[config.mk]
export PLATFORM = sky130hd
export DESIGN_NAME = rpm_ctrl
export DESIGN_NICKNAME = d
export VERILOG_FILES = /design/src/design/rpm_pkg.sv /design/src/design/rpm_ctrl.sv
export SDC_FILE = /design/constraint.sdc
export NUM_CORES = 1
export LEC_CHECK = 0
export BUFFER_PORTS_ARGS = -buffer_cell sky130_fd_sc_hd__buf_2
export CORE_ASPECT_RATIO = 0.5
export CORE_MARGIN = 4
export CORE_UTILIZATION = 46
export CTS_BUF_LIST = sky130_fd_sc_hd__clkbuf_4
export DETAILED_ROUTE_END_ITERATION = 16
export PLACE_DENSITY = 0.69
export SYNTH_ARGS = -nofsm -noshare
export SYNTH_HDL_FRONTEND = slang
export SYNTH_SLANG_ARGS = --single-unit
[constraint.sdc]
create_clock -name clk -period 2.2 [get_ports clk]
set_input_delay 0.11 -clock clk [delete_from_list [all_inputs] [get_ports clk]]
set_output_delay 0.11 -clock clk [all_outputs]
set_load 0.01 [all_outputs]
[src/design/rpm_pkg.sv]
/*
 Constants, offsets and state type for the reset and power mode controller.
 Assumes a 32-bit APB slave with byte addresses; one aligned word a register.
*/
`default_nettype none
package rpm_pkg;
   // Register byte offsets
   localparam logic [7:0] OFS_POWER_CONTROL_REG = 8'h00;
   localparam logic [7:0] OFS_AUX  = 8'h04;
   localparam logic [7:0] OFS_CFG  = 8'h08;
   localparam logic [7:0] OFS_STAT = 8'h0C;
   // power_control_reg fields
   localparam int PC_IDLE = 0;
   localparam int PC_PD   = 1;
   localparam int PC_GF0  = 2;
   localparam int PC_GF1  = 3;
   // auxiliary_control_reg field
   localparam int AUX_BOOT = 0;
   // Configuration fields
   localparam int CF_EXTMEM = 0;
   localparam int CF_EN0    = 1;
   localparam int CF_EN1    = 2;
   localparam int CF_ENK    = 3;
   localparam int CF_PRI1   = 4;
   localparam int CF_X2     = 5;
   // Status fields
   localparam int ST_IDLE_B = 0;
   localparam int ST_PD_B   = 1;
   localparam int ST_KW_B   = 2;
   localparam int ST_RST_B  = 3;
   localparam int ST_SRC_LO = 4;
   // Reset values
   localparam logic [3:0] POWER_CONTROL_REG_RST = 4'h0;
   localparam logic [5:0] CFG_RST  = 6'h00;
   // Wake source codes
   localparam logic [1:0] SRC_EXT0 = 2'h0;
   localparam logic [1:0] SRC_EXT1 = 2'h1;
   localparam logic [1:0] SRC_KBD  = 2'h2;
   localparam logic [1:0] SRC_IRQ  = 2'h3;
   // Timing in oscillator clocks
   localparam int RST_MIN_CLK   = 24;
   localparam int WDT_PULSE_CLK = 96;
   localparam int KBD_WAKE_CLK  = 1024;
   localparam int CNT_W         = 11;
   typedef enum logic [1:0] {RPM_RUN, RPM_IDLE, RPM_PDOWN, RPM_KWAIT} rpm_state_e;
endpackage : rpm_pkg
`default_nettype wire

[src/design/rpm_ctrl.sv]
/*
 Reset and low-power mode sequencer with APB register access.
 Assumes clk is the oscillator clock; rst pin, wake pins arrive asynchronously.
*/
// Design decisions made here: the APB slave port and the register offsets.
`timescale 1ns/100ps
`default_nettype none
module rpm_ctrl
   import rpm_pkg::*;
#(
   parameter int AW = 8
) (
   // Clock, reset, enable
   input  wire logic          clk,
   input  wire logic          rstn,
   input  wire logic          ce,
   // APB slave
   input  wire logic          psel,
   input  wire logic          penable,
   input  wire logic          pwrite,
   input  wire logic [AW-1:0] paddr,
   input  wire logic [31:0]   pwdata,
   output logic               pready,
   output logic [31:0]        prdata,
   output logic               pslverr,
   // Reset pin (active high, two-way) and sources
   input  wire logic          rst_pin_i,
   output logic               rst_pin_o,
   output logic               rst_pin_oe,
   input  wire logic          wdt_expire,
   input  wire logic          boot_jump_fuse,
   output logic               core_rst,
   output logic               boot_map_enable,
   // Wake sources
   input  wire logic          ext_irq_zero_n,
   input  wire logic          external_irq_one_n,
   input  wire logic          kbd_irq,
   input  wire logic          irq_pending,
   output logic               wake_irq,
   output logic [1:0]         wake_src,
   // Clock gating
   output logic               cpu_clk_en,
   output logic               periph_clk_en,
   output logic               osc_run,
   output logic               ram_hold,
   // Ports and strobes from core, and to pins
   input  wire logic [7:0]    p0_d,
   input  wire logic          p0_drv,
   input  wire logic [7:0]    p1_d,
   input  wire logic [7:0]    p2_d,
   input  wire logic [7:0]    p2_addr,
   input  wire logic [7:0]    p3_d,
   input  wire logic          ale_d,
   input  wire logic          program_store_strobe_d,
   output logic [7:0]         p0_o,
   output logic [7:0]         p0_oe,
   output logic [7:0]         p1_o,
   output logic [7:0]         p2_o,
   output logic [7:0]         p3_o,
   output logic               ale,
   output logic               program_store_strobe
);

   // Address match
   function automatic logic hit(input logic [AW-1:0] a, input logic [7:0] ofs);
      hit = (a == AW'(ofs));
   endfunction : hit

   rpm_state_e       state_r;
   logic [3:0]       power_control_reg_r;
   logic [5:0]       cfg_r;
   logic [1:0]       rs_r, e0_r, e1_r;
   logic             rst_s, e0_s, e1_s;
   logic [CNT_W-1:0] rst_cnt_r, wdt_cnt_r, kw_cnt_r;
   logic             rst_acc_r, rst_acc_q, held0_r, held1_r;
   logic [7:0]       h0_r, h1_r, h2_r, h3_r;
   logic             wr_en, rd_en, mapped, pd_done;

   // Two-flop synchronisers; logic reads only the second stage
   always_ff @(posedge clk or negedge rstn) begin
      if (!rstn) begin
         rs_r <= 2'h0;
         e0_r <= 2'h3;
         e1_r <= 2'h3;
      end else if (ce) begin
         rs_r <= {rs_r[0], rst_pin_i};
         e0_r <= {e0_r[0], ext_irq_zero_n};
         e1_r <= {e1_r[0], external_irq_one_n};
      end
   end
   assign rst_s = rs_r[1];
   assign e0_s  = e0_r[1];
   assign e1_s  = e1_r[1];

   // APB decode
   assign wr_en  = psel & penable & ~pready & pwrite;
   assign rd_en  = psel & penable & ~pready & ~pwrite;
   assign mapped = hit(paddr, OFS_POWER_CONTROL_REG) | hit(paddr, OFS_AUX) |
                   hit(paddr, OFS_CFG) | hit(paddr, OFS_STAT);

   // APB answer one cycle into the access phase
   always_ff @(posedge clk or negedge rstn) begin
      if (!rstn) begin
         pready  <= 1'b0;
         prdata  <= 32'h0;
         pslverr <= 1'b0;
      end else if (ce) begin
         pready  <= psel & penable & ~pready;
         pslverr <= psel & penable & ~pready & ~mapped;
         prdata  <= 32'h0;
         if (rd_en) begin
            if (hit(paddr, OFS_POWER_CONTROL_REG)) prdata[3:0] <= power_control_reg_r;
            if (hit(paddr, OFS_AUX)) prdata[AUX_BOOT] <= boot_map_enable;
            if (hit(paddr, OFS_CFG)) prdata[5:0] <= cfg_r;
            if (hit(paddr, OFS_STAT)) begin
               prdata[ST_IDLE_B] <= (state_r == RPM_IDLE);
               prdata[ST_PD_B]   <= (state_r == RPM_PDOWN);
               prdata[ST_KW_B]   <= (state_r == RPM_KWAIT);
               prdata[ST_RST_B]  <= rst_acc_r;
               prdata[ST_SRC_LO +: 2] <= wake_src;
            end
         end
      end
   end

   // Reset length counted in raw clocks; double speed bit not consulted
   always_ff @(posedge clk or negedge rstn) begin
      if (!rstn) begin
         rst_cnt_r <= '0;
         rst_acc_r <= 1'b0;
      end else if (ce) begin
         if (!rst_s) begin
            rst_cnt_r <= '0;
            rst_acc_r <= 1'b0;
         end else if (osc_run && !rst_acc_r) begin
            rst_cnt_r <= rst_cnt_r + CNT_W'(1);
            if (rst_cnt_r == CNT_W'(RST_MIN_CLK - 1))
               rst_acc_r <= 1'b1;
         end
      end
   end

   // Watchdog drives the reset pin high for a fixed pulse
   always_ff @(posedge clk or negedge rstn) begin
      if (!rstn) begin
         wdt_cnt_r  <= '0;
         rst_pin_o  <= 1'b0;
         rst_pin_oe <= 1'b0;
      end else if (ce) begin
         if (wdt_expire && wdt_cnt_r == '0) begin
            wdt_cnt_r  <= CNT_W'(WDT_PULSE_CLK);
            rst_pin_o  <= 1'b1;
            rst_pin_oe <= 1'b1;
         end else if (wdt_cnt_r != '0) begin
            wdt_cnt_r <= wdt_cnt_r - CNT_W'(1);
            if (wdt_cnt_r == CNT_W'(1)) begin
               rst_pin_o  <= 1'b0;
               rst_pin_oe <= 1'b0;
            end
         end
      end
   end

   // Core reset and boot mapping load; fuse sampled after release too
   always_ff @(posedge clk or negedge rstn) begin
      if (!rstn) begin
         core_rst        <= 1'b1;
         rst_acc_q       <= 1'b1;
         boot_map_enable <= 1'b0;
      end else if (ce) begin
         rst_acc_q <= rst_acc_r;
         core_rst  <= rst_acc_r;
         if (rst_acc_q && !rst_acc_r)
            boot_map_enable <= boot_jump_fuse;
         else if (wr_en && hit(paddr, OFS_AUX))
            boot_map_enable <= pwdata[AUX_BOOT];
      end
   end

   // Power-down exit on release of a held pin
   assign pd_done = (held0_r & e0_s) | (held1_r & e1_s);

   // Mode sequencer
   always_ff @(posedge clk or negedge rstn) begin
      if (!rstn) begin
         state_r  <= RPM_RUN;
         held0_r  <= 1'b0;
         held1_r  <= 1'b0;
         kw_cnt_r <= '0;
         wake_irq <= 1'b0;
         wake_src <= SRC_EXT0;
      end else if (ce) begin
         wake_irq <= 1'b0;
         if (rst_acc_r) begin
            state_r <= RPM_RUN;
            held0_r <= 1'b0;
            held1_r <= 1'b0;
         end else begin
            unique case (state_r)
               RPM_RUN: begin
                  // Hold off while the wake clear of the request bits lands
                  if (wake_irq)
                     state_r <= RPM_RUN;
                  else if (power_control_reg_r[PC_PD])
                     state_r <= RPM_PDOWN;
                  else if (power_control_reg_r[PC_IDLE])
                     state_r <= RPM_IDLE;
               end
               RPM_IDLE: begin
                  if (irq_pending) begin
                     state_r  <= RPM_RUN;
                     wake_irq <= 1'b1;
                     wake_src <= SRC_IRQ;
                  end
               end
               RPM_PDOWN: begin
                  if (cfg_r[CF_EN0] && !e0_s) held0_r <= 1'b1;
                  if (cfg_r[CF_EN1] && !e1_s) held1_r <= 1'b1;
                  if (pd_done) begin
                     state_r  <= RPM_RUN;
                     wake_irq <= 1'b1;
                     held0_r  <= 1'b0;
                     held1_r  <= 1'b0;
                     if (held0_r && held1_r)
                        wake_src <= cfg_r[CF_PRI1] ? SRC_EXT1 : SRC_EXT0;
                     else
                        wake_src <= held1_r ? SRC_EXT1 : SRC_EXT0;
                  end else if (cfg_r[CF_ENK] && kbd_irq) begin
                     state_r  <= RPM_KWAIT;
                     kw_cnt_r <= '0;
                  end
               end
               RPM_KWAIT: begin
                  kw_cnt_r <= kw_cnt_r + CNT_W'(1);
                  if (kw_cnt_r == CNT_W'(KBD_WAKE_CLK - 1)) begin
                     state_r  <= RPM_RUN;
                     wake_irq <= 1'b1;
                     wake_src <= SRC_KBD;
                  end
               end
            endcase
         end
      end
   end

   // power_control_reg: software sets, hardware clears the mode bits on wake and the whole register on reset
   always_ff @(posedge clk or negedge rstn) begin
      if (!rstn) begin
         power_control_reg_r <= POWER_CONTROL_REG_RST;
      end else if (ce) begin
         if (rst_acc_r)
            power_control_reg_r <= POWER_CONTROL_REG_RST;
         else if (wr_en && hit(paddr, OFS_POWER_CONTROL_REG))
            power_control_reg_r <= pwdata[3:0];
         else if (wake_irq)
            power_control_reg_r[PC_PD:PC_IDLE] <= 2'h0;
      end
   end

   // Configuration register
   always_ff @(posedge clk or negedge rstn) begin
      if (!rstn)
         cfg_r <= CFG_RST;
      else if (ce && rst_acc_r)
         cfg_r <= CFG_RST;
      else if (ce && wr_en && hit(paddr, OFS_CFG))
         cfg_r <= pwdata[5:0];
   end

   // Clock gates: oscillator restarts while an enabled wake pin or reset is held
   always_ff @(posedge clk or negedge rstn) begin
      if (!rstn) begin
         cpu_clk_en    <= 1'b1;
         periph_clk_en <= 1'b1;
         osc_run       <= 1'b1;
         ram_hold      <= 1'b0;
      end else if (ce) begin
         cpu_clk_en    <= (state_r == RPM_RUN) && !wake_irq && !power_control_reg_r[PC_IDLE]
                          && !power_control_reg_r[PC_PD];
         periph_clk_en <= (state_r == RPM_RUN) || (state_r == RPM_IDLE);
         osc_run       <= (state_r != RPM_PDOWN) || rst_s || held0_r || held1_r
                          || (cfg_r[CF_EN0] && !e0_s)
                          || (cfg_r[CF_EN1] && !e1_s);
         ram_hold      <= (state_r == RPM_PDOWN) || (state_r == RPM_KWAIT);
      end
   end

   // Port levels captured at low-power entry
   always_ff @(posedge clk or negedge rstn) begin
      if (!rstn) begin
         h0_r <= 8'hFF;
         h1_r <= 8'hFF;
         h2_r <= 8'hFF;
         h3_r <= 8'hFF;
      end else if (ce && state_r == RPM_RUN) begin
         h0_r <= p0_d;
         h1_r <= p1_d;
         h2_r <= p2_d;
         h3_r <= p3_d;
      end
   end

   // Pin drive per mode
   always_ff @(posedge clk or negedge rstn) begin
      if (!rstn) begin
         p0_o <= 8'h00;
         p0_oe <= 8'h00;
         p1_o <= 8'hFF;
         p2_o <= 8'hFF;
         p3_o <= 8'hFF;
         ale <= 1'b1;
         program_store_strobe <= 1'b1;
      end else if (ce) begin
         if (state_r == RPM_RUN) begin
            p0_o  <= p0_d;
            p0_oe <= {8{p0_drv}};
            p1_o  <= p1_d;
            p2_o  <= p2_d;
            p3_o  <= p3_d;
            ale   <= ale_d;
            program_store_strobe <= program_store_strobe_d;
         end else begin
            p0_o  <= 8'h00;
            p0_oe <= cfg_r[CF_EXTMEM] ? 8'h00 : ~h0_r;
            p1_o  <= h1_r;
            p2_o  <= (state_r == RPM_IDLE && cfg_r[CF_EXTMEM]) ? p2_addr : h2_r;
            p3_o  <= h3_r;
            ale   <= (state_r == RPM_IDLE);
            program_store_strobe <= (state_r == RPM_IDLE);
         end
      end
   end

   // Checks
   a_rst_min_len: assert property (@(posedge clk) disable iff (!rstn)
      $rose(rst_acc_r) |-> $past(rst_s, RST_MIN_CLK))
      else $error("reset accepted too early");
   a_wdt_pulse: assert property (@(posedge clk) disable iff (!rstn)
      ce && wdt_expire && !rst_pin_oe ##1 ce[*8] |-> rst_pin_oe[*8])
      else $error("watchdog pulse too short");
   a_boot_load: assert property (@(posedge clk) disable iff (!rstn)
      ce && $fell(rst_acc_r) && rst_acc_q |=> boot_map_enable == $past(boot_jump_fuse))
      else $error("boot map not loaded from fuse");
   a_idle_clocks: assert property (@(posedge clk) disable iff (!rstn)
      ce && state_r == RPM_IDLE ##1 ce |-> !cpu_clk_en && periph_clk_en)
      else $error("idle clock gating wrong");
   a_idle_strobes: assert property (@(posedge clk) disable iff (!rstn)
      ce && state_r == RPM_IDLE ##1 ce |-> ale && program_store_strobe)
      else $error("strobes not high in idle");
   a_idle_wake: assert property (@(posedge clk) disable iff (!rstn)
      ce && state_r == RPM_IDLE && irq_pending && !rst_acc_r ##1 ce[*2]
      |-> !power_control_reg_r[PC_IDLE])
      else $error("idle bit not cleared");
   a_pd_strobes: assert property (@(posedge clk) disable iff (!rstn)
      ce && state_r == RPM_PDOWN ##1 ce |-> !ale && !program_store_strobe)
      else $error("strobes not low in power-down");
   a_pd_priority: assert property (@(posedge clk) disable iff (!rstn)
      ce && state_r == RPM_RUN && power_control_reg_r[PC_PD] && power_control_reg_r[PC_IDLE] && !rst_acc_r
      && !wake_irq |=> state_r == RPM_PDOWN)
      else $error("idle taken over power-down");
   a_wake_stays_run: assert property (@(posedge clk) disable iff (!rstn)
      ce && wake_irq && !wr_en |=> state_r == RPM_RUN && !power_control_reg_r[PC_PD] && !power_control_reg_r[PC_IDLE])
      else $error("low power entered again after wake");
   a_reset_clears: assert property (@(posedge clk) disable iff (!rstn)
      ce && rst_acc_r |=> state_r == RPM_RUN && power_control_reg_r == POWER_CONTROL_REG_RST && cfg_r == CFG_RST)
      else $error("reset exit left registers set");
   a_pd_ram_hold: assert property (@(posedge clk) disable iff (!rstn)
      ce && state_r == RPM_PDOWN ##1 ce |-> ram_hold)
      else $error("ram not held in power-down");
   a_kbd_wait: assert property (@(posedge clk) disable iff (!rstn)
      state_r == RPM_KWAIT && kw_cnt_r < CNT_W'(KBD_WAKE_CLK - 1) && !rst_acc_r
      |=> state_r != RPM_RUN)
      else $error("keyboard wake too early");
   a_p0_low_only: assert property (@(posedge clk) disable iff (!rstn)
      ce && state_r != RPM_RUN ##1 ce |-> p0_o == 8'h00)
      else $error("port 0 drives high in low power");

endmodule : rpm_ctrl
`default_nettype wire

# Word-level counts from Yosys, hierarchy flattened
# Index checks and enable logic that the tools add are counted.
# totals
ff_bits,146
latchBits,0
ram_bits,0
mem_bits_ro,0
in_bits,96
out_inout_bits,87
wordCells,197
n_memories,0
# op_classes
add_sub_neg,3
multipliers,0
n_div,0
n_lt_le_gt_ge,0
n_eq_ne,21
n_shift,0
mux,64
bitwise,16
n_reduce_logical,57
# ops
cell,count
$mux W11,6
$mux W8,7
$mux W6,5
$mux W2,14
$mux W1,26
$add A11 B1 Y11 const B,2
$pmux W11 S2,1
$logic_and A1 B1 Y1,17
$eq A8 B4 Y1 const B,2
$reduce_bool A2 Y1,7
$ne A2 B2 Y1 const B,6
$reduce_and A3 Y1,4
$reduce_bool A3 Y1,4
$eq A11 B1 Y1 const B,1
$eq A11 B10 Y1 const B,1
$eq A11 B5 Y1 const B,1
$logic_not A11 Y1,1
$reduce_bool A11 Y1,1
$sub A11 B1 Y11 const B,1
$reduce_and A2 Y1,5
$reduce_and A5 Y1,2
$eq A8 B3 Y1 const B,1
$logic_not A8 Y1,1
$mux W4,2
other kinds (17),43

# Longest topological paths before layout
# depth
ltp_word,7
depth_mapped,8
ltp_nobuf,7

# Worst setup path after synthesis
# OpenSTA, ideal clock, no wires.
# synth_timing
path_kind,register to register
startpoint,register wdt_cnt_r[0]
endpoint,register wdt_cnt_r[5]
setup_ns,0.130
arrival_ns,1.571
required_time_ns,2.070
setup_slack_ns,0.498
stages_incl_launch_ff,8
n_path_buf,0
synth_period_minus_slack_ns,1.702
path_cell_list,dfrtp_1 inv_1 ha_1 nor4b_4 and4b_1 nor4b_1 xnor2_1 o21ai_0
# synth_between
elab_chain_cells,4
elab_cells_between_ends,8
cone_classes,1 x add/sub; 2 x mux; 5 x reduce/logical
# synth_lines
element,line_no,rtl
"start, declared",rpm_ctrl.sv:74,"logic [CNT_W-1:0] rst_cnt_r, wdt_cnt_r, kw_cnt_r;"
"start signal, assigned",rpm_ctrl.sv:151,wdt_cnt_r <= CNT_W'(WDT_PULSE_CLK);
"start signal, assigned",rpm_ctrl.sv:155,wdt_cnt_r <= wdt_cnt_r - CNT_W'(1);
branches (longest 4 deep; another with $sub A11 B1 Y11),--,
# Several ways; the timed one is not identified. The select of a mux whose other input is x is not followed.
# A chain may end at the register's enable or synchronous reset.

# Final worst setup path
# layout_timing
startpoint,register pready
endpoint,register boot_map_enable
# layout_between
elab_chain_cells,6
# layout_lines
element,line_no,rtl
"start, declared",rpm_ctrl.sv:23,"output logic pready,"
"start signal, assigned",rpm_ctrl.sv:108,pready <= psel & penable & ~pready;
$not A1 Y1,rpm_ctrl.sv:96,assign wr_en = psel & penable & ~pready & pwrite;
$and A1 B1 Y1 (2 in a row),rpm_ctrl.sv:96,
$logic_and A1 B1 Y1,rpm_ctrl.sv:175,"else if (wr_en && hit(paddr, OFS_AUX))"
$reduce_bool A2 Y1 (no line),--,
$reduce_and A2 Y1 (no line),--,
"end signal, assigned",rpm_ctrl.sv:174,boot_map_enable <= boot_jump_fuse;
"end signal, assigned",rpm_ctrl.sv:176,boot_map_enable <= pwdata[AUX_BOOT];
"end, declared",rpm_ctrl.sv:33,"output logic boot_map_enable,"
# Every way passes these cells.

==> flow_summary_export.csv <==
group,metric,value,unit
run_status,outcome,"completed",
clock_network,clock_latency,0.55,ns
global_routing,grt_use_total,20.0,%
clock_network,clockBufferDepth,2,
worst_setup_path,crit_fanout,3,
detailed_routing,routed_via_density,5.15,
clock_network,numCtsBuffers,17,
timing,timing.hold.ws,0.0369,ns
worst_setup_path,r2r_setup_slack,0.12,ns
floorplanning,start_util,46.9,%
worst_setup_path,timing.rr.start,"pready",
detailed_routing,wl,17.8,mm
detailed_routing,drtAntennaViolNets,0,
placement,io_buffers,130,
detailed_routing,vias,6095,
global_routing,antenna_found_initial,0,
floorplanning,std_cell_rows,32,
worst_setup_path,cp-start-kind,"flop",
synth,async_flop_share,100,%
timing,fin_crit,2.08,ns
worst_setup_path,reg2reg_to,"boot_map_enable",
placement,place_congestion,0.819,
power,power.density,1030,nW/µm²
synth,ys_seq_area_share,51.6,%
timing,period_share,94.5,%
detailed_routing,drc,0,
timing,fmax,0.481,GHz
clock_network,clock-root-buffer,"clkbuf_4",
global_routing,grt_max_degree,68,
synth,synth_edf_count,0,
synth,synthDistinctLibCells,64,
clock_network,cts_sinks,146,
worst_setup_path,r2r_cells,6,
placement,pre_cts_slack,0.233,ns
worst_setup_path,critPathLaunch,"pready",
timing,maxSlewHeadroom,57.1,%
timing,setup_viol,0,
synth,synth.cell_area,7240,µm²
floorplanning,ioPinCount,183,
timing,worst_pin_slew,0.643,ns
floorplanning,die_h,96.7,µm
run,maxCapViolCount,0,
final_layout,nets,1068,
power,power,9150,µW
worst_setup_path,critPathKind,"reg -> reg",
timing,hold_viol,0,
global_routing,overflow,0,
final_layout,fin_cells,1183,
power,power.ir.vdd_worst,0.613,mV
clock_network,htreeDepth,4,
clock_network,clkTransAtPathRegs,0.13,ns
synth,synthCells,784,
synth,ys_warn_count,0,
clock_network,cts_tree,"done",
worst_setup_path,end_kind,"flop",
global_routing,grt_pass1_vias,6171,
synth,synth-seq-cells,146,
timing,rsz0062_at_grt,"false",
placement,dp_hpwl,12.1,mm
timing,timing.final.ws_setup,0.120,ns
worst_setup_path,endpoint,"boot_map_enable",
detailed_routing,firstDrtPassIters,5,
final_layout,num_antenna_cells,0,
timing,setup_tns,0,ns
detailed_routing,drtIter0Drc,301,
floorplanning,core,15400,µm²
floorplanning,die-area,17900,µm²
final_layout,syn2layout_area_growth,22.8,%
floorplanning,fp.dieW,185,µm
timing,fin_worst_skew,0.0208,ns
detailed_routing,routed_wire_length_per_instance,15.0,µm
worst_setup_path,crit_required,2.63,ns
power,p_leak,0.00418,µW
final_layout,fillCellCount,1383,
timing,drv_slew,0,
placement,dp.cells,1092,
worst_hold_path,hold_class,"in -> reg",
worst_setup_path,arrival,2.51,ns
final_layout,layout-drive-gt1-share,29.1,%
global_routing,grt_pass1_wl,29.4,mm
synth,synthFlopType,"dfrtp_1",
synth,syn_area_per_cell,9.23,µm²
## critical path: stages, from the launching register on
cell           delay [ns]
dfrtp_1              0.42
nand4b_1             0.20
and4b_2              0.34
nand4b_1             0.13
o32ai_1              0.26
a21oi_1              0.06
dlygate4sd3_1        0.56
## power breakdown
| group | internal, µW | leakage, µW | switching (µW) | total [µW] |
|---|---|---|---|---|
| clock network | 813 | 0.000162 | 983 | 1800 |
| registers | 3830 | 0.00173 | 577 | 4410 |
| logic | 1250 | 0.00229 | 1690 | 2940 |
| total | 5890 | 0.00418 | 3250 | 9150 |
## cell usage in the layout (no fill, tap or decap), drive strengths merged, types with 21 or more instances in the layout
master / n
conb: 26
dfrtp: 80
dlygate4sd3: 56
nor2: 85
dfstp: 66
buf: 154
o21ai: 42
a21oi: 32
inv: 36
nand2: 174
mux2: 21
## synthesized netlist by cell type, types with 7 or more instances
cell,n,share of area (%)
nand4_1,7,0.61
o22ai_1,19,1.6
inv_1,34,1.8
mux2i_1,12,1.7
nor3_1,14,0.97
xnor2_1,8,0.97
nor2_1,85,4.4
a21oi_1,31,2.1
clkbuf_1,26,1.3
o21ai_0,41,2.8
nand2_1,174,9.0
mux2_2,19,3.0
buf_2,11,0.76
dfrtp_1,80,28
dfstp_2,66,24
a31oi_1,20,1.7
buf_4,28,2.9
nand3_1,12,0.83
## how the worst min path moves through the flow
stage | from | end | slack, ns | cells past startpoint
final | paddr[2] | prdata[5] | 0.04 | 3
after global routing | paddr[2] | prdata[5] | 0.02 | 3
after CTS | paddr[2] | prdata[5] | 0.007 | 3
after detailed placement | rstn | rst_cnt_r[6] | 0.1 | 1
after global placement | rstn | rst_cnt_r[5] | 0.09 | 1
after floorplan | rstn | boot_map_enable | -0.19 | 0
## sequential cells by signal, indices dropped and copies added, names as in the netlist, 8 cells and up
register,count
p0_o,8
h3_r,8
h1_r,8
wdt_cnt_r,11
kw_cnt_r,11
h2_r,8
p3_o,8
rst_cnt_r,11
p2_o,8
p1_o,8
p0_oe,8
h0_r,8
## cell type report
class / instances / area, µm² / area share [%]
sequential: 146 / 3740 / 42.0
multi-input combinational: 558 / 3070 / 34.5
timing repair buffer: 210 / 1410 / 15.9
tap: 204 / 255 / 2.87
clock buffer: 20 / 150 / 1.69
clock inverter: 11 / 136 / 1.53
inverter: 34 / 128 / 1.44
## kinds of logic (layout without fill, tap and decap cells)
group,Yosys count,count (layout),share of synthesized area (%)
AOI/OAI and AO/OA,141,141,12.1
muxes,34,34,5.24
buffers and inverters,105,275,7.30
DFF,146,146,51.6
adders and majority gates,5,5,0.864
other,1,26,0.0518
and+or+nand+nor,340,340,21.4
xor gates and xnor gates,12,12,1.45
## metrics by stage
step	cell area (µm²)	util, %
finish	8890	57.7
global route	8890	57.7
CTS	8860	57.5
detailed placement	8010	52.0
global placement	8010	52.0
floorplan	7330	-
## what timing repair did
item | in CTS | in global routing
hold buffers | 56 | 0
hold endpoints to repair | 184 | 0
resized for setup | 0 | 1
setup endpoints to repair | 0 | 2
setup buffers | 0 | 4
## routing by layer
layer | routed length (µm) | track usage [%] | vias up
met5 | 0 | 0 | -
met4 | 209 | 5.36 | 0
met3 | 963 | 4.36 | 19
met2 | 8500 | 33.4 | 165
met1 | 8090 | 26.3 | 2933
li1 | - | - | 2978
(Power assumes the default switching activity.)
